**src/logic/mfr_cfg.svh**
```systemverilog
`ifndef MFR_CFG_SVH
`define MFR_CFG_SVH
// Register byte offsets
`define MFR_CTRL_ADDR       8'h00
`define MFR_CMD_ADDR        8'h04
`define MFR_STATUS_ADDR     8'h08
`define MFR_CTRL_RST        32'h0000_0000
// Control field positions
`define MFR_ILIM_SEL_LSB    0
`define MFR_MTR_SEL_LSB     4
`define MFR_DEG_SEL_LSB     8
`define MFR_RETRY_SEL_LSB   11
`define MFR_PIN_DIS_BIT     14
`define MFR_WARN_REP_BIT    15
`define MFR_LOCK_EN_LSB     16
`define MFR_CLR_BIT         0
// Status field positions
`define MFR_ST_CTRL_FLT     0
`define MFR_ST_ILIM         1
`define MFR_ST_MTR          2
`define MFR_ST_DRV_FLT      3
`define MFR_ST_OT           4
`define MFR_ST_WARN         5
`define MFR_ST_TSD          6
`define MFR_ST_ALERT        7
`define MFR_ST_LOCK_LSB     16
// Timing
`define MFR_CLK_NS          50
`define MFR_BUCK_DEG_NS     2000
`define MFR_BUCK_DEG_CYC    ((`MFR_BUCK_DEG_NS + `MFR_CLK_NS - 1) / `MFR_CLK_NS)
`define MFR_DEG_UNIT_NS     1000
`define MFR_DEG_UNIT_CYC    ((`MFR_DEG_UNIT_NS + `MFR_CLK_NS - 1) / `MFR_CLK_NS)
`define MFR_RETRY_UNIT_MS   100
`define MFR_RETRY_UNIT_CYC  (`MFR_RETRY_UNIT_MS * 1000000 / `MFR_CLK_NS)
`endif

```
**src/logic/mfr_pkg.sv**
```systemverilog
package mfr_pkg;
	typedef enum logic [3:0] {
		FLT_IDLE   = 4'h1,
		FLT_LATCH  = 4'h2,
		FLT_RETRY  = 4'h4,
		FLT_REPORT = 4'h8
	} mfr_flt_e;
	typedef enum logic [4:0] {
		STG_DRIVE  = 5'h01,
		STG_OFF    = 5'h02,
		STG_RECIRC = 5'h04,
		STG_HS_ON  = 5'h08,
		STG_LS_ON  = 5'h10
	} mfr_stage_e;
	typedef enum logic [1:0] {
		RSP_LATCH  = 2'h0,
		RSP_RETRY  = 2'h1,
		RSP_REPORT = 2'h2,
		RSP_NONE   = 2'h3
	} mfr_rsp_e;
endpackage

```
**src/logic/mfr_fault_ctrl.sv**
```systemverilog
// Register access over Wishbone and the address map are this design's own decisions.
`timescale 1ns/1ns
`include "mfr_cfg.svh"
module mfr_fault_ctrl
	import mfr_pkg::*;
#(
	parameter int AW             = 8,
	parameter int TW             = 26,
	parameter int NLOCK          = 3,
	parameter int DEG_UNIT_CYC   = `MFR_DEG_UNIT_CYC,
	parameter int RETRY_UNIT_CYC = `MFR_RETRY_UNIT_CYC
) (
	// Clock and reset
	input  wire logic             clk_i,
	input  wire logic             rst_i,
	// Wishbone slave
	input  wire logic             cyc_i,
	input  wire logic             stb_i,
	input  wire logic             we_i,
	input  wire logic [AW-1:0]    adr_i,
	input  wire logic [3:0]       sel_i,
	input  wire logic [31:0]      dat_i,
	output logic      [31:0]      dat_o,
	output logic                  ack_o,
	// Analog comparator pins
	input  wire logic             buck_ocp_i,
	input  wire logic             current_sense_amp_over_i,
	input  wire logic             temp_warn_i,
	input  wire logic             temp_warn_hys_i,
	input  wire logic             temp_tsd_i,
	input  wire logic             temp_tsd_hys_i,
	input  wire logic             recirc_done_i,
	// Motor lock detectors, same clock
	input  wire logic             motor_running_i,
	input  wire logic [NLOCK-1:0] lock_cond_i,
	// Power stage and alert
	output logic                  alert_out_n_o,
	output mfr_stage_e            stage_o,
	output logic                  charge_pump_en_o,
	output logic                  buck_reset_o
);
	localparam int NS = 7;

	if (NLOCK < 1 || NLOCK > 16 || DEG_UNIT_CYC < 1 || RETRY_UNIT_CYC < 1 ||
		longint'(RETRY_UNIT_CYC) * 8 >= (longint'(1) << TW) || DEG_UNIT_CYC * 8 > 65535) begin : g_chk
		$error("mfr_fault_ctrl: parameters out of range");
	end

	function automatic mfr_rsp_e rsp_of(input logic [3:0] s);
		if (!s[3])
			return s[2] ? RSP_RETRY : RSP_LATCH;
		return (s == 4'h8) ? RSP_REPORT : RSP_NONE;
	endfunction

	function automatic mfr_stage_e stage_of(input logic [1:0] lo, input logic done);
		case (lo)
			2'h0:    return STG_OFF;
			2'h1:    return done ? STG_OFF : STG_RECIRC;
			2'h2:    return STG_HS_ON;
			default: return STG_LS_ON;
		endcase
	endfunction

	function automatic mfr_flt_e flt_step(input mfr_flt_e st, input logic ev, input logic cond,
		input logic [3:0] s, input logic clr, input logic done);
		case (st)
			FLT_IDLE: begin
				if (!ev)
					return FLT_IDLE;
				case (rsp_of(s))
					RSP_LATCH:  return FLT_LATCH;
					RSP_RETRY:  return FLT_RETRY;
					RSP_REPORT: return FLT_REPORT;
					default:    return FLT_IDLE;
				endcase
			end
			FLT_LATCH, FLT_REPORT:
				return (clr && !cond) ? FLT_IDLE : st;
			FLT_RETRY:
				return done ? FLT_IDLE : FLT_RETRY;
			default:
				return FLT_IDLE;
		endcase
	endfunction

	function automatic logic [15:0] deg_step(input logic [15:0] c, input logic lvl, input logic [15:0] lim);
		if (!lvl)
			return 16'h0000;
		return (c < lim) ? c + 16'h0001 : c;
	endfunction

	function automatic logic [TW-1:0] retry_cyc(input logic [2:0] s);
		return TW'((int'(s) + 1) * RETRY_UNIT_CYC);
	endfunction

	function automatic logic [TW-1:0] tmr_step(input mfr_flt_e st, input mfr_flt_e nx,
		input logic [TW-1:0] t, input logic [2:0] s);
		if (st == FLT_IDLE && nx == FLT_RETRY)
			return retry_cyc(s) - TW'(1);
		return (st == FLT_RETRY && t != '0) ? t - TW'(1) : t;
	endfunction

	// Pin synchronisers: a change counts once stages two and three agree
	logic [NS-1:0] s1_reg, s2_reg, s3_reg, pin_reg;
	logic [NS-1:0] s1_next, s2_next, s3_next, pin_next;
	logic          p_buck, p_csa, p_warn, p_warn_hys, p_tsd, p_tsd_hys, p_done;

	always_comb begin
		s1_next  = {recirc_done_i, temp_tsd_hys_i, temp_tsd_i, temp_warn_hys_i, temp_warn_i,
			current_sense_amp_over_i, buck_ocp_i};
		s2_next  = s1_reg;
		s3_next  = s2_reg;
		pin_next = (s2_reg & s3_reg) | (pin_reg & (s2_reg | s3_reg));
	end

	always_ff @(posedge clk_i) begin
		if (rst_i) begin
			s1_reg  <= '0;
			s2_reg  <= '0;
			s3_reg  <= '0;
			pin_reg <= '0;
		end else begin
			s1_reg  <= s1_next;
			s2_reg  <= s2_next;
			s3_reg  <= s3_next;
			pin_reg <= pin_next;
		end
	end
	assign {p_done, p_tsd_hys, p_tsd, p_warn_hys, p_warn, p_csa, p_buck} = pin_reg;

	// Buck overcurrent: the block resets itself, as its supply is collapsing
	logic [15:0] buck_cnt_reg, buck_cnt_next;
	logic        buck_rst_reg, buck_rst_next;
	logic        rst_int;

	always_comb begin
		buck_cnt_next = deg_step(buck_cnt_reg, p_buck, 16'(`MFR_BUCK_DEG_CYC));
		buck_rst_next = p_buck && buck_cnt_reg == 16'(`MFR_BUCK_DEG_CYC - 1);
	end

	always_ff @(posedge clk_i) begin
		if (rst_i) begin
			buck_cnt_reg <= 16'h0000;
			buck_rst_reg <= 1'b0;
		end else begin
			buck_cnt_reg <= buck_cnt_next;
			buck_rst_reg <= buck_rst_next;
		end
	end
	assign rst_int      = rst_i | buck_rst_reg;
	assign buck_reset_o = buck_rst_reg;

	// Register file
	logic [31:0]    ctrl_reg, ctrl_next, dat_reg, dat_next, status_w;
	logic           ack_reg, ack_next, clr_reg, clr_next, req;
	logic [3:0]     ilim_sel, mtr_sel;
	logic [2:0]     deg_sel, retry_sel;
	logic           pin_dis, warn_rep;
	logic [NLOCK-1:0] lock_en;

	assign ilim_sel  = ctrl_reg[`MFR_ILIM_SEL_LSB +: 4];
	assign mtr_sel   = ctrl_reg[`MFR_MTR_SEL_LSB +: 4];
	assign deg_sel   = ctrl_reg[`MFR_DEG_SEL_LSB +: 3];
	assign retry_sel = ctrl_reg[`MFR_RETRY_SEL_LSB +: 3];
	assign pin_dis   = ctrl_reg[`MFR_PIN_DIS_BIT];
	assign warn_rep  = ctrl_reg[`MFR_WARN_REP_BIT];
	assign lock_en   = ctrl_reg[`MFR_LOCK_EN_LSB +: NLOCK];

	always_comb begin
		req       = cyc_i && stb_i && !ack_reg;
		ack_next  = req;
		ctrl_next = ctrl_reg;
		dat_next  = dat_reg;
		clr_next  = 1'b0;
		if (req && we_i) begin
			if (adr_i == AW'(`MFR_CTRL_ADDR)) begin
				for (int b = 0; b < 4; b++) begin
					if (sel_i[b])
						ctrl_next[b*8 +: 8] = dat_i[b*8 +: 8];
				end
			end
			clr_next = adr_i == AW'(`MFR_CMD_ADDR) && sel_i[0] && dat_i[`MFR_CLR_BIT];
		end else if (req) begin
			if (adr_i == AW'(`MFR_CTRL_ADDR))
				dat_next = ctrl_reg;
			else if (adr_i == AW'(`MFR_STATUS_ADDR))
				dat_next = status_w;
			else
				dat_next = 32'h0000_0000;
		end
	end

	always_ff @(posedge clk_i) begin
		if (rst_int) begin
			ctrl_reg <= `MFR_CTRL_RST;
			dat_reg  <= 32'h0000_0000;
			ack_reg  <= 1'b0;
			clr_reg  <= 1'b0;
		end else begin
			ctrl_reg <= ctrl_next;
			dat_reg  <= dat_next;
			ack_reg  <= ack_next;
			clr_reg  <= clr_next;
		end
	end
	assign dat_o = dat_reg;
	assign ack_o = ack_reg;

	// Current-limit lock; deglitch restarts once a response ends so a standing fault re-triggers
	mfr_flt_e      ilim_st_reg, ilim_st_next;
	logic [15:0]   ilim_cnt_reg, ilim_cnt_next, ilim_lim;
	logic [TW-1:0] ilim_tmr_reg, ilim_tmr_next;
	logic          ilim_ev;

	always_comb begin
		ilim_lim      = 16'((int'(deg_sel) + 1) * DEG_UNIT_CYC);
		ilim_ev       = p_csa && ilim_cnt_reg == ilim_lim - 16'h0001;
		ilim_cnt_next = (ilim_st_reg != FLT_IDLE) ? 16'h0000 : deg_step(ilim_cnt_reg, p_csa, ilim_lim);
		ilim_st_next  = flt_step(ilim_st_reg, ilim_ev, p_csa, ilim_sel, clr_reg, ilim_tmr_reg == '0);
		ilim_tmr_next = tmr_step(ilim_st_reg, ilim_st_next, ilim_tmr_reg, retry_sel);
	end

	always_ff @(posedge clk_i) begin
		if (rst_int) begin
			ilim_st_reg  <= FLT_IDLE;
			ilim_cnt_reg <= 16'h0000;
			ilim_tmr_reg <= '0;
		end else begin
			ilim_st_reg  <= ilim_st_next;
			ilim_cnt_reg <= ilim_cnt_next;
			ilim_tmr_reg <= ilim_tmr_next;
		end
	end

	// Motor lock
	mfr_flt_e         mtr_st_reg, mtr_st_next;
	logic [TW-1:0]    mtr_tmr_reg, mtr_tmr_next;
	logic [NLOCK-1:0] lockf_reg, lockf_next, hits;
	logic             mtr_ev;

	always_comb begin
		hits         = lock_cond_i & lock_en;
		mtr_ev       = motor_running_i && |hits;
		mtr_st_next  = flt_step(mtr_st_reg, mtr_ev, |hits, mtr_sel, clr_reg, mtr_tmr_reg == '0);
		mtr_tmr_next = tmr_step(mtr_st_reg, mtr_st_next, mtr_tmr_reg, retry_sel);
		lockf_next   = (mtr_st_next == FLT_IDLE) ? '0 : lockf_reg;
		if (mtr_st_next != FLT_IDLE)
			lockf_next = lockf_next | hits;
	end

	always_ff @(posedge clk_i) begin
		if (rst_int) begin
			mtr_st_reg  <= FLT_IDLE;
			mtr_tmr_reg <= '0;
			lockf_reg   <= '0;
		end else begin
			mtr_st_reg  <= mtr_st_next;
			mtr_tmr_reg <= mtr_tmr_next;
			lockf_reg   <= lockf_next;
		end
	end

	// Thermal warning and shutdown; set wins over a same-cycle clear
	logic tsd_act_reg, warn_pin_reg, warn_f_reg, ot_f_reg, tsd_f_reg, drv_f_reg;
	logic tsd_act_next, warn_pin_next, warn_f_next, ot_f_next, tsd_f_next, drv_f_next;

	always_comb begin
		tsd_act_next  = p_tsd || (tsd_act_reg && !p_tsd_hys);
		warn_pin_next = warn_rep && ((p_warn) || (warn_pin_reg && !p_warn_hys));
		warn_f_next   = p_warn || (warn_f_reg && !clr_reg);
		tsd_f_next    = p_tsd || (tsd_f_reg && !clr_reg);
		ot_f_next     = p_warn || p_tsd || (ot_f_reg && !(clr_reg && !tsd_act_reg));
		drv_f_next    = tsd_act_next || (drv_f_reg && !clr_reg);
	end

	always_ff @(posedge clk_i) begin
		if (rst_int) begin
			tsd_act_reg  <= 1'b0;
			warn_pin_reg <= 1'b0;
			warn_f_reg   <= 1'b0;
			ot_f_reg     <= 1'b0;
			tsd_f_reg    <= 1'b0;
			drv_f_reg    <= 1'b0;
		end else begin
			tsd_act_reg  <= tsd_act_next;
			warn_pin_reg <= warn_pin_next;
			warn_f_reg   <= warn_f_next;
			ot_f_reg     <= ot_f_next;
			tsd_f_reg    <= tsd_f_next;
			drv_f_reg    <= drv_f_next;
		end
	end

	// Power stage and alert; thermal shutdown overrides every lock response
	mfr_stage_e stage_reg, stage_next;
	logic       alert_n_reg, alert_n_next, cp_reg, cp_next, ilim_prot, mtr_prot;

	always_comb begin
		ilim_prot = ilim_st_reg == FLT_LATCH || ilim_st_reg == FLT_RETRY;
		mtr_prot  = mtr_st_reg == FLT_LATCH || mtr_st_reg == FLT_RETRY;
		if (tsd_act_reg)
			stage_next = STG_OFF;
		else if (ilim_prot)
			stage_next = stage_of(ilim_sel[1:0], p_done);
		else if (mtr_prot)
			stage_next = stage_of(mtr_sel[1:0], p_done);
		else
			stage_next = STG_DRIVE;
		cp_next      = !tsd_act_reg;
		alert_n_next = !(tsd_act_reg || warn_pin_reg || ilim_prot || mtr_prot ||
			(!pin_dis && (ilim_st_reg == FLT_REPORT || mtr_st_reg == FLT_REPORT)));
	end

	always_ff @(posedge clk_i) begin
		if (rst_int) begin
			stage_reg   <= STG_DRIVE;
			cp_reg      <= 1'b1;
			alert_n_reg <= 1'b1;
		end else begin
			stage_reg   <= stage_next;
			cp_reg      <= cp_next;
			alert_n_reg <= alert_n_next;
		end
	end
	assign stage_o          = stage_reg;
	assign charge_pump_en_o = cp_reg;
	assign alert_out_n_o    = alert_n_reg;

	always_comb begin
		status_w = 32'h0000_0000;
		status_w[`MFR_ST_CTRL_FLT] = ilim_st_reg != FLT_IDLE || mtr_st_reg != FLT_IDLE;
		status_w[`MFR_ST_ILIM]     = ilim_st_reg != FLT_IDLE;
		status_w[`MFR_ST_MTR]      = mtr_st_reg != FLT_IDLE;
		status_w[`MFR_ST_DRV_FLT]  = drv_f_reg;
		status_w[`MFR_ST_OT]       = ot_f_reg;
		status_w[`MFR_ST_WARN]     = warn_f_reg;
		status_w[`MFR_ST_TSD]      = tsd_f_reg;
		status_w[`MFR_ST_ALERT]    = !alert_n_reg;
		status_w[`MFR_ST_LOCK_LSB +: NLOCK] = lockf_reg;
	end
endmodule

```
**config.mk**
```make
export PLATFORM = sky130hd
export DESIGN_NAME = mfr_fault_ctrl
export DESIGN_NICKNAME = d
export VERILOG_FILES = /design/src/logic/mfr_pkg.sv /design/src/logic/mfr_fault_ctrl.sv
export VERILOG_INCLUDE_DIRS = /design/src /design/src/logic
export SDC_FILE = /design/constraint.sdc
export NUM_CORES = 1
export LEC_CHECK = 0
export CAP_MARGIN = 20
export CORE_ASPECT_RATIO = 0.7
export CORE_MARGIN = 1.5
export CORE_UTILIZATION = 28
export DETAILED_ROUTE_END_ITERATION = 12
export DONT_BUFFER_PORTS = 1
export GPL_TIMING_DRIVEN = 0
export PLACE_DENSITY = 0.53
export SLEW_MARGIN = 20
export SYNTH_ARGS = -nofsm -noshare
export SYNTH_HDL_FRONTEND = slang
export SYNTH_SLANG_ARGS = --single-unit
```
**constraint.sdc**
```tcl
create_clock -name clk_i -period 14.4 [get_ports clk_i]
set_input_delay 2.16 -clock clk_i [delete_from_list [all_inputs] [get_ports clk_i]]
set_output_delay 2.16 -clock clk_i [all_outputs]
set_load 0.05 [all_outputs]
```
Word level (Yosys, flattened, before mapping)
Index checks and enable logic that the tools add are counted.
{"block": "totals", "wordCells": 203, "in_bits": 60, "output_inout_bits": 41, "regBits": 203}
{"block": "op_classes", "add_sub_neg": 8, "bitwise_logic": 10, "reduce_logical": 72, "n_mux": 52, "n_lt_le_gt_ge": 2, "n_mul": 2, "eq_ne": 28}
{"cell": "$mux W26", "count": 6}
{"cell": "$logic_not A26 Y1", "count": 2}
{"cell": "$reduce_bool A26 Y1", "count": 2}
{"cell": "$sub A26 B1 Y26 const B", "count": 2}
{"cell": "$pmux W4 S3", "count": 4}
{"cell": "$add A16 B1 Y16 const B", "count": 2}
{"cell": "$mux W32", "count": 1}
{"cell": "$pmux W5 S3", "count": 2}
{"cell": "$sub A25 B1 Y26 const B", "count": 1}
{"cell": "$mux W4", "count": 6}
{"cell": "$logic_and A1 B1 Y1", "count": 23}
{"cell": "$mux W19", "count": 1}
{"cell": "$mul A4 B14 Y18 const B", "count": 1}
{"cell": "$mux W2", "count": 9}
{"cell": "$eq A16 B16 Y1", "count": 1}
{"cell": "$eq A16 B6 Y1 const B", "count": 1}
{"cell": "$eq A4 B3 Y1 const B", "count": 4}
{"cell": "$eq A4 B4 Y1 const B", "count": 4}
{"cell": "$lt A16 B6 Y1 const B", "count": 1}
{"cell": "$lt A16 B9 Y1", "count": 1}
{"cell": "$mux W1", "count": 16}
{"cell": "$logic_or A1 B1 Y1", "count": 15}
{"cell": "$mux W3", "count": 5}
{"cell": "$and A7 B7 Y7", "count": 2}
{"cell": "24 further kinds", "count": 62}

Logic depth before layout (Yosys ltp)
Gate-level depths: netlist of the first run.
{"block": "depth", "ltp_word": 20, "mapped_depth": 16}

Worst setup path after synthesis of the first run
Ideal clock, no wire load.
{"block": "synth_timing", "path_kind": "reg-to-reg", "start": "register ctrl_reg[11]", "end": "register mtr_tmr_reg[23]", "n_path_buf": 2, "required_ps": 14267, "stages_incl_launch_ff": 17, "path_slack_ps": 9901, "arrival_ps": 4367, "setup_time_ps": 133, "path_cell_list": "dfxtp_1 > clkbuf_1 > inv_1 > ha_1 > buf_2 > inv_1 > fa_1 > fa_1 > inv_1 > ha_1 > nor2b_1 > o21a_1 > or3_1 > a2111oi_0 > xnor2_1 > a21oi_1 > a21boi_1"}
{"block": "synth_via", "elab_chain_len": 5}
{"item": "start, declared", "line_no": "mfr_fault_ctrl.sv:154", "rtl": "logic [31:0] ctrl_reg, ctrl_next, dat_reg, dat_next, status_w;"}
{"item": "start signal, assigned", "line_no": "mfr_fault_ctrl.sv:195", "rtl": "ctrl_reg <= `MFR_CTRL_RST;"}
{"item": "start signal, assigned", "line_no": "mfr_fault_ctrl.sv:200", "rtl": "ctrl_reg <= ctrl_next;"}
{"item": "$add A3 B1 Y4", "line_no": "mfr_fault_ctrl.sv:93", "rtl": "return TW'((int'(s) + 1) * RETRY_UNIT_CYC);"}
{"item": "$mul A4 B14 Y18", "line_no": "mfr_fault_ctrl.sv:93"}
{"item": "$sub A25 B1 Y26", "line_no": "mfr_fault_ctrl.sv:99", "rtl": "return retry_cyc(s) - TW'(1);"}
{"item": "$mux W26", "line_no": "mfr_fault_ctrl.sv:98", "rtl": "if (st == FLT_IDLE && nx == FLT_RETRY)"}
{"item": "$mux W26", "line_no": "mfr_fault_ctrl.sv:100", "rtl": "return (st == FLT_RETRY && t != '0) ? t - TW'(1) : t;"}
{"item": "end signal, assigned", "line_no": "mfr_fault_ctrl.sv:258", "rtl": "mtr_tmr_reg <= mtr_tmr_next;"}
{"item": "end, declared", "line_no": "mfr_fault_ctrl.sv:237", "rtl": "logic [TW-1:0] mtr_tmr_reg, mtr_tmr_next;"}
Every way passes these cells. The select of a mux whose other input is x is not followed.
A chain may end at the register's enable or synchronous reset.

Worst setup path in the final report of the first run
Same ends and word-level chain as after synthesis.

==> impl_metrics.yaml, run 1 <==
critical_path:
  crit_path_frequent_cell: "inv_1"
  end_kind: "register"
  crit_required_ps: 14800
  worst-path-buf-inv: 5
  cp_top_family: "adder cells"
  worstSetupPathType: "reg -> reg"
  crit_start: "ctrl_reg[11]"
  start_kind: "register"
  worst_path_largest_cell_delay_ps: 540
  cp_data_arrival_time_ps: 5600
  crit_chain: "clkbuf_1 > inv_1 > ha_1 > buf_2 > inv_1 > fa_1 > fa_1 > inv_1 > ha_1 > nor2b_1 > o21a_1 > or3_1 > a2111oi_0 > xnor2_1 > a21oi_1 > a21boi_1"
  cp_slowest_cell: "fa_1"
  crit_fanout: 9
  r2r-start: "ctrl_reg[11]"
synthesis:
  synth-async-reset-ratio_pct: 0
  synthAdderAreaFrac_pct: 5.40
  syn_area_sq_mm: 0.0101
  ys.flop_type: "dfxtp_1"
  synth-simple-area-share_pct: 26.1
  muxShareOfSynthArea_pct: 1.39
  syn_inst: 1187
  ys_warn_count: 0
  synth_top_family_by_area: "simple AND/OR/NAND/NOR gates"
  synth_compound_area_share_pct: 16.4
  yosysSeqAreaShare_pct: 40.2
  yosys.cell_types.count: 81
  synth_xor_area_share_pct: 5.98
  synth_area_leaders: "dfxtp_1 40%, a21oi_1 5.4%, ha_1 4.2%"
  synth_edf_count: 0
  synth_area_leader_cell: "dfxtp_1"
  syn_area_per_cell_sq_um: 8.52
  synth_top_area_share_pct: 40.2
  synth_seq_cells: 203
  synth_nets: 1287
final_layout:
  nFillCells: 3781
  final_cell_mix: "203 x dfxtp_1, 109 x a21oi_1, 109 x nand2_1, 107 x nor2_1, 67 x nand3_1"
  drive_above_1_share_pct: 7.76
  final_cell_count_no_fill: 1705
  layout_commonest_cell: "dfxtp_1"
  final_nets: 1311
  area_growth_pct: 13.3
  diodes: 0
  utilization_pct: 32.0
power_and_ir_drop:
  internal_power_w: 0.000909
  switching_power_w: 0.000268
  ir_drop_mv: 0.0695
  swShare_pct: 22.8
  clock_power_share_pct: 49.9
  seqPwrFrac_pct: 48.1
  power_frac_comb_pct: 2.1
  leakage_nw: 4.03
  power_density_mw_per_mm2: 103
grt:
  gr-total-overflow: 0
  grt_usage_pct: 16.0
  antenna_found_initial: 1
  first_global_vias: 8214
  grt_max_degree: 14
  grt_pass1_wl_microns: 47500
sta:
  setup_viol: 0
  fin_skew_ps: 21.0
  fin_ws_ps: 9200
  fin_crit_ps: 5200
  slew_viol_final: 0
  finalHoldViolCount: 0
  setup_tns_ps: 0
  post-route-period-util_pct: 36.1
  rsz0062_at_grt: "no"
  relSlewSlack_pct: 23.5
  worst_pin_slew_ps: 1140
  clock.fmax_mhz: 192
placed_design:
  gp_congestion: 0.816
  dp_slack_ps: 9260
  dp.cells: 1667
  port_buffers: 0
  hpwl_microns: 22300
die:
  fp-row-count: 58
  io_pins: 101
  die_w_microns: 230
  coreArea_sq_mm: 0.0358
  die_area_sq_mm: 0.0373
  start_util_pct: 28.3
  dieHeight_microns: 162
routing:
  drc_errors: 0
  drtIter0Drc: 672
  dr.pass1.iters: 5
  wl_microns: 29700
  detail_route.wl_per_cell_microns: 17.4
  routed_via_density: 5.03
  num_vias: 8577
  postRouteAntennaNets: 0
flow_run:
  maxCapViolations: 0
clock_tree:
  cts_resized: 0
  postCtsHoldBufs: 0
  post_cts_buffers: 0
  cts_tree: "built"
  insertion_delay_ps: 550
  htreeDepth: 1
  cts.sinks: 203
  path_clk_slew_ps: 60
  numCtsBuffers: 22
  root_buffer: "clkbuf_16"
  clockBufferDepth: 3
worst_hold_path:
  min_from: "s1_reg[0]"
  hp-class: "reg -> reg"
status:
  status: "completed"
final cells by class:
| type | count | area (sq um) | share of cell area (%) |
|---|---|---|---|
| Inverter | 41 | 154 | 1.34 |
| Clock inverter | 8 | 118 | 1.03 |
| Buffer | 67 | 304 | 2.65 |
| Clock buffer | 30 | 621 | 5.42 |
| Multi-Input combinational cell | 876 | 5600 | 48.9 |
| Sequential cell | 203 | 4060 | 35.5 |
| Tap cell | 480 | 601 | 5.24 |
Yosys cell counts, drive strengths merged, types with 17 or more instances:
| cell type | number |
|---|---|
| a22oi | 24 |
| nand4 | 19 |
| nor2b | 36 |
| ha | 34 |
| clkbuf | 52 |
| nor4 | 27 |
| and2 | 25 |
| o21ai | 39 |
| a21oi | 110 |
| inv | 41 |
| nand3 | 69 |
| xor2 | 22 |
| dfxtp | 203 |
| nor2 | 107 |
| a211oi | 17 |
| xnor2 | 41 |
| nor3 | 39 |
| nand2 | 109 |
final timing paths:
kind | cells past startpoint | slack [ps] | endpoint
worst max register to register | 16 | 9200 | mtr_tmr_reg[23]
worst max-delay path | 16 | 9200 | mtr_tmr_reg[23]
worst min-delay path | 1 | 430 | s2_reg[0]
worst min register to register | 1 | 430 | s2_reg[0]
per-stage QoR:
step | instance area, sq um | hold WS, ps | total power (W)
after global placement | 10700 | 420 | 0.000602
after global routing | 11500 | 461 | 0.00122
after detailed placement | 10700 | 424 | 0.000603
final | 11500 | 434 | 0.00118
after CTS | 11400 | 439 | 0.00119
after floorplan | 10100 | 414 | 0.000593
per-layer routing:
layer | routed length, microns | vias to the layer above | track usage, %
met4 | 426 | 0 | 2.50
met2 | 12100 | 248 | 23.2
met1 | 14700 | 4045 | 23.6
li1 | - | 4254 | -
met3 | 2500 | 30 | 4.65
met5 | 0 | - | 0
cell families after synthesis:
logic type      Yosys count
flops                   203
fa+ha+maj                40
buf+inv                 108
xor+xnor                 65
compound gates          259
mux                      13
simple gates            499
power groups by stage:
stage | clock network [W] | logic, W | registers, W
finish | 0.000587 | 0.0000244 | 0.000566
global placement | 0 | 0.0000243 | 0.000578
global route | 0.000627 | 0.0000267 | 0.000566
CTS | 0.000602 | 0.0000243 | 0.000566
detailed placement | 0 | 0.0000242 | 0.000578
floorplan | 0 | 0.0000147 | 0.000578
(Power assumes the default switching activity.)
==> run 2: changes to the inputs <==
ABC_AREA = 1   (was unset)
PLACE_DENSITY = 0.55   (was 0.53)
clock period = 4.3 ns   (was 14.4 ns; I/O delays follow)
==> run 2 against run 1 <==
Net effect: combinational power increased to 3.2 times the previous value; total power increased to 3.5 times the previous value; largest power group unchanged; routed wire length increased by 7.7%; critical path type unchanged; register-to-register slack got worse by 8900 ps; clock skew increased by 0.96 ps.
==> impl_metrics.yaml, run 2 <==
routing:
  num_vias: 10000
  dr.pass1.iters: 5
  routed_via_density: 4.83
  drc_errors: 0
  postRouteAntennaNets: 0
  wl_microns: 32000
  detail_route.wl_per_cell_microns: 15.4
  drtIter0Drc: 925
grt:
  antenna_found_initial: 9
  grt_usage_pct: 16.2
  first_global_vias: 9135
  grt_max_degree: 14
  grt_pass1_wl_microns: 50600
  gr-total-overflow: 0
power_and_ir_drop:
  ir_drop_mv: 0.270
  seqPwrFrac_pct: 46.2
  power_density_mw_per_mm2: 341
  p_total_w: 0.00412
  clock_power_share_pct: 51.8
  internal_power_w: 0.00324
  swShare_pct: 21.5
  power_frac_comb_pct: 1.9
  leakage_nw: 5.26
  switching_power_w: 0.000884
die:
  die_area_sq_mm: 0.0390
  io_pins: 101
  coreArea_sq_mm: 0.0372
  fp-row-count: 59
  start_util_pct: 28.5
  dieHeight_microns: 166
  die_w_microns: 235
synthesis:
  syn_area_per_cell_sq_um: 6.86
  synth_seq_cells: 203
  synth_area_leader_cell: "dfxtp_1"
  synth_edf_count: 0
  syn_area_sq_mm: 0.0106
  synth_area_leaders: "dfxtp_1 38%, nand2_1 11%, inv_1 8.2%"
  yosysSeqAreaShare_pct: 38.4
  yosys.cell_types.count: 47
  synth_nets: 1644
  syn_inst: 1544
  synth_top_area_share_pct: 38.4
  synth-async-reset-ratio_pct: 0
  ys_warn_count: 0
  yosysMostFrequentCell: "nand2_1"
  ys.flop_type: "dfxtp_1"
  synth_common_cells: "316 x nand2_1, 232 x inv_1, 226 x nor2_1"
critical_path:
  crit_fanout: 9
  cp_data_arrival_time_ps: 4400
  crit_required_ps: 4680
  r2r-start: "ctrl_reg[11]"
  regToRegSetupSlack_ps: 280
  worstSetupPathType: "reg -> reg"
  end_kind: "register"
  start_kind: "register"
  worstRegToRegCells: 21
  timing.rr.end: "ilim_tmr_reg[24]"
final_layout:
  multi_input_area_sq_mm: 0.00547
  final_nets: 1668
  area_growth_pct: 14.1
  final_cell_mix: "316 x nand2_1, 232 x inv_1, 224 x nor2_1, 202 x dfxtp_1, 98 x a21oi_1"
  final_cell_area_sq_mm: 0.0121
  nFillCells: 4052
  drive_above_1_share_pct: 5.56
  utilization_pct: 32.5
  seqCellArea_sq_mm: 0.00407
  layout_commonest_cell: "nand2_1"
worst_hold_path:
  hp-class: "in -> reg"
  min_path_cells: 2
  worstHoldEndpoint: "s1_reg[0]"
  min_from: "buck_ocp_i"
clock_tree:
  cts.sinks: 203
  path_clk_slew_ps: 70
  root_buffer: "clkbuf_16"
  post_cts_buffers: 0
  postCtsHoldBufs: 0
  insertion_delay_ps: 530
  clockBufferDepth: 3
  htreeDepth: 1
  numCtsBuffers: 22
  cts_tree: "built"
placed_design:
  place_area_sq_mm: 0.0112
  gp_congestion: 0.920
  port_buffers: 0
  dp_slack_ps: -433
  hpwl_microns: 24600
sta:
  setup_tns_ps: 0
  rsz0062_at_grt: "no"
  slew_viol_final: 0
  post-route-period-util_pct: 93.5
  relSlewSlack_pct: 43.2
  fin_crit_ps: 4020
  fin_ws_ps: 280
  clock.fmax_mhz: 249
  fin_skew_ps: 21.9
  finalHoldViolCount: 0
  setup_viol: 0
  worst_pin_slew_ps: 851
status:
  status: "completed"
flow_run:
  maxCapViolations: 0
==> run 2: cell types whose count changed after synthesis, sizes merged, moves of 16 or more <==
cell	previous run	this run
and2	25	0
nor2	107	232
nand4	19	35
a22oi	24	3
nand2	109	321
clkbuf	52	23
xnor2	41	9
nor2b	36	0
nor4	27	7
inv	41	238
nand3	69	96
o21ai	39	80
==> run 2: what timing repair did <==
| item | 4_1_cts | 5_1_grt |
|---|---|---|
| hold endpoints to repair | 0 | 0 |
| gates resized for setup | 5 | 8 |
| setup endpoints to repair | 8 | 8 |
==> run 2: power groups by stage <==
stage / Sequential [W] / Clock [W] / Combinational, W
6_report: 0.00190 / 0.00214 / 0.0000790
5_1_grt: 0.00190 / 0.00228 / 0.0000886
4_1_cts: 0.00190 / 0.00218 / 0.0000798
3_5_place_dp: 0.00195 / 0 / 0.0000793
3_3_place_gp: 0.00195 / 0 / 0.0000792
2_1_floorplan: 0.00194 / 0 / 0.0000475
==> run 2: per-stage QoR <==
| stage | hold slack (ps) | cells |
|---|---|---|
| floorplan | 388 | 1544 |
| global placement | 395 | 2032 |
| detailed placement | 397 | 2032 |
| CTS | 199 | 2071 |
| global route | 196 | 2073 |
| finish | 217 | 2075 |
==> run 2: layout make-up <==
cell class	instances	share of cell area (%)
inverters	239	7.43
multi-input cells	1059	45.3
flip-flops and latches	203	33.7
clock buffers	30	5.22
well taps	488	5.06
diodes	4	0.0829
clock inverters	9	1.52
plain buffers	43	1.72
==> run 2: cells by family (layout without fill, tap and decap cells) <==
kind of cell               Yosys count  count (layout)  share of synthesized area (%)
adders and majority gates           40              40                           5.15
and+or+nand+nor                    742             742                           30.1
other                                0               4                              0
buffers and inverters              282             321                           10.4
AOI/OAI and AO/OA                  238             238                           12.7
DFF                                203             203                           38.4
xor gates and xnor gates            39              39                           3.23
==> run 2: metal layers <==
layer  vias up  GRT usage, %  wire [microns]
met5         -             0              37
met4         6          2.69             391
met3        40          4.50            2800
met2       307          23.6           12900
met1      4632          23.9           15800
li1       5029             -               -
==> run 2: worst max path at each step <==
stage,from,end,slack [ps],depth (start not counted)
after detailed placement,ctrl_reg[11],mtr_tmr_reg[25],-430,19
after floorplan,ctrl_reg[11],ilim_tmr_reg[22],460,20
final,ctrl_reg[11],ilim_tmr_reg[24],280,21
after global placement,ctrl_reg[11],mtr_tmr_reg[25],-400,19
after global routing,ctrl_reg[11],mtr_tmr_reg[25],10,22
after CTS,ctrl_reg[11],mtr_tmr_reg[25],80,19
==> run 2: critical path, stage by stage, from the launching register on <==
cell     delay [ps]
dfxtp_4         400
buf_6           160
inv_2           110
ha_4            340
inv_1           150
fa_1            520
fa_1            520
inv_1            40
ha_1            390
nand2_1          80
inv_1            80
nand2_1          60
nand2_1          60
nand2_1          40
nand2_1         120
nand2_1         100
nor2_1          160
nand3_1          90
nand2_1         200
nand3_1         110
nand2_1          90
a21oi_1          50
==> run 3: changes to the inputs <==
REMOVE_ABC_BUFFERS = 1   (was unset)
clock period = 3.6 ns   (was 4.3 ns; I/O delays follow)
==> run 3 against run 2 <==
Net effect: setup slack worse by 160 ps; first-iteration DRC count down 34%; global-route usage down 1.7 points; critical path depth down 4; clock power up 20%; flip-flop and latch count unchanged.
==> impl_metrics.yaml, run 3 (synthesized netlist as in run 2, its figures left out) <==
status:
  status: "completed"
power_and_ir_drop:
  seqPwrFrac_pct: 46.2
  power_frac_comb_pct: 1.6
  swShare_pct: 22.0
  internal_power_w: 0.00384
  switching_power_w: 0.00109
  clock_power_share_pct: 52.2
  leakage_nw: 5.34
  p_total_w: 0.00492
  ir_drop_mv: 0.357
  power_density_mw_per_mm2: 397
critical_path:
  start_kind: "register"
  crit_fanout: 7
  end_kind: "register"
  cp_data_arrival_time_ps: 3870
  crit_required_ps: 3990
  worstSetupPathType: "reg -> reg"
die:
  dieHeight_microns: 166
  die_area_sq_mm: 0.0390
  io_pins: 101
  die_w_microns: 235
  start_util_pct: 28.5
  coreArea_sq_mm: 0.0372
  fp-row-count: 59
clock_tree:
  insertion_delay_ps: 540
  root_buffer: "clkbuf_16"
  path_clk_slew_ps: 60
  cts_tree: "built"
  htreeDepth: 1
  postCtsHoldBufs: 0
  numCtsBuffers: 25
  clockBufferDepth: 3
  cts.sinks: 203
routing:
  wl_microns: 28900
  drtIter0Drc: 612
  routed_via_density: 4.77
  num_vias: 9839
  detail_route.wl_per_cell_microns: 14.0
  drc_errors: 0
  postRouteAntennaNets: 0
  dr.pass1.iters: 7
sta:
  post-route-period-util_pct: 96.7
  slew_viol_final: 0
  relSlewSlack_pct: 36.8
  finalHoldViolCount: 0
  worst_pin_slew_ps: 947
  clock.fmax_mhz: 287
  fin_crit_ps: 3480
  fin_skew_ps: 13.0
  fin_ws_ps: 121
  setup_viol: 0
flow_run:
  maxCapViolations: 0
final_layout:
  final_cell_area_sq_mm: 0.0124
  diodes: 0
  utilization_pct: 33.3
  final_cell_mix: "306 x nand2_1, 220 x inv_1, 214 x nor2_1, 198 x dfxtp_1, 98 x a21oi_1"
  drive_above_1_share_pct: 9.97
  area_growth_pct: 17.2
  final_nets: 1658
  layout_commonest_cell: "nand2_1"
grt:
  grt_pass1_wl_microns: 47400
  grt_max_degree: 65
  first_global_vias: 9188
  antenna_found_initial: 0
  gr-total-overflow: 0
  grt_usage_pct: 14.5
placed_design:
  port_buffers: 0
  place_area_sq_mm: 0.0111
  gp_congestion: 0.882
  dp_slack_ps: -1210
  hpwl_microns: 20500
worst_hold_path:
  hp-class: "in -> reg"
[run 3: power groups by stage]
stage                     sequential [W]  combinational [W]  clock (W)
after CTS                        0.00227          0.0000784    0.00264
after detailed placement         0.00232          0.0000780          0
final                            0.00227          0.0000789    0.00257
after global placement           0.00232          0.0000753          0
after global routing             0.00227          0.0000882    0.00274
after floorplan                  0.00232          0.0000494          0
[run 3: path summary, 6_finish.rpt]
kind                           end         start  slack (ps)  cells past startpoint
hold reg to reg          s2_reg[6]     s1_reg[6]         400                      2
setup reg to reg  ilim_tmr_reg[24]  ctrl_reg[11]         120                     17
setup / recovery  ilim_tmr_reg[24]  ctrl_reg[11]         120                     17
hold / removal           s3_reg[6]         rst_i          70                      1
[run 3: routing by layer]
metal	routed length [microns]	share of wire, %	up-vias	global-route usage, %
li1	-	-	5008	-
met1	14100	49	4510	20.9
met2	12100	42	276	21.9
met3	2040	7.0	45	3.17
met4	671	2.3	0	3.65
met5	0	0	-	0
[run 3: per-stage QoR]
| stage | std cells | setup TNS [ps] | hold slack, ps |
|---|---|---|---|
| 2_1_floorplan | 1501 | -28060 | 388 |
| 3_3_place_gp | 1989 | -455550 | 392 |
| 3_5_place_dp | 1992 | -14720 | 392 |
| 4_1_cts | 2046 | -73.4 | 46.7 |
| 5_1_grt | 2062 | -193 | 42.9 |
| 6_report | 2062 | 0 | 73.8 |
[run 3: cell type report]
type / instances / area [sq um]
Clock inverter: 10 / 153
Fill cell: 4042 / 24800
Clock buffer: 33 / 686
Timing Repair Buffer: 28 / 263
Tap cell: 488 / 611
Sequential cell: 203 / 4080
Multi-Input combinational cell: 1061 / 5690
Inverter: 239 / 923
[run 3: timing repair]
item                       4_1_cts  5_1_grt
setup endpoints to repair       26       45
cloned                           1        1
resized for setup               27       50
pin swaps                        7       23
buffers inserted                10       15
[run 3: critical path: stages (launching register included)]
cell      delay, ps
dfxtp_4         400
clkinv_8         70
ha_4            260
buf_6           140
ha_1            300
xnor2_1         190
ha_2            240
inv_1            60
fa_2            600
inv_2            60
nor3_4          170
nand3b_1        210
nor2_2          180
nand3_1          90
nand2_2          80
nand3_1         100
nand2_1         110
a21oi_1          60
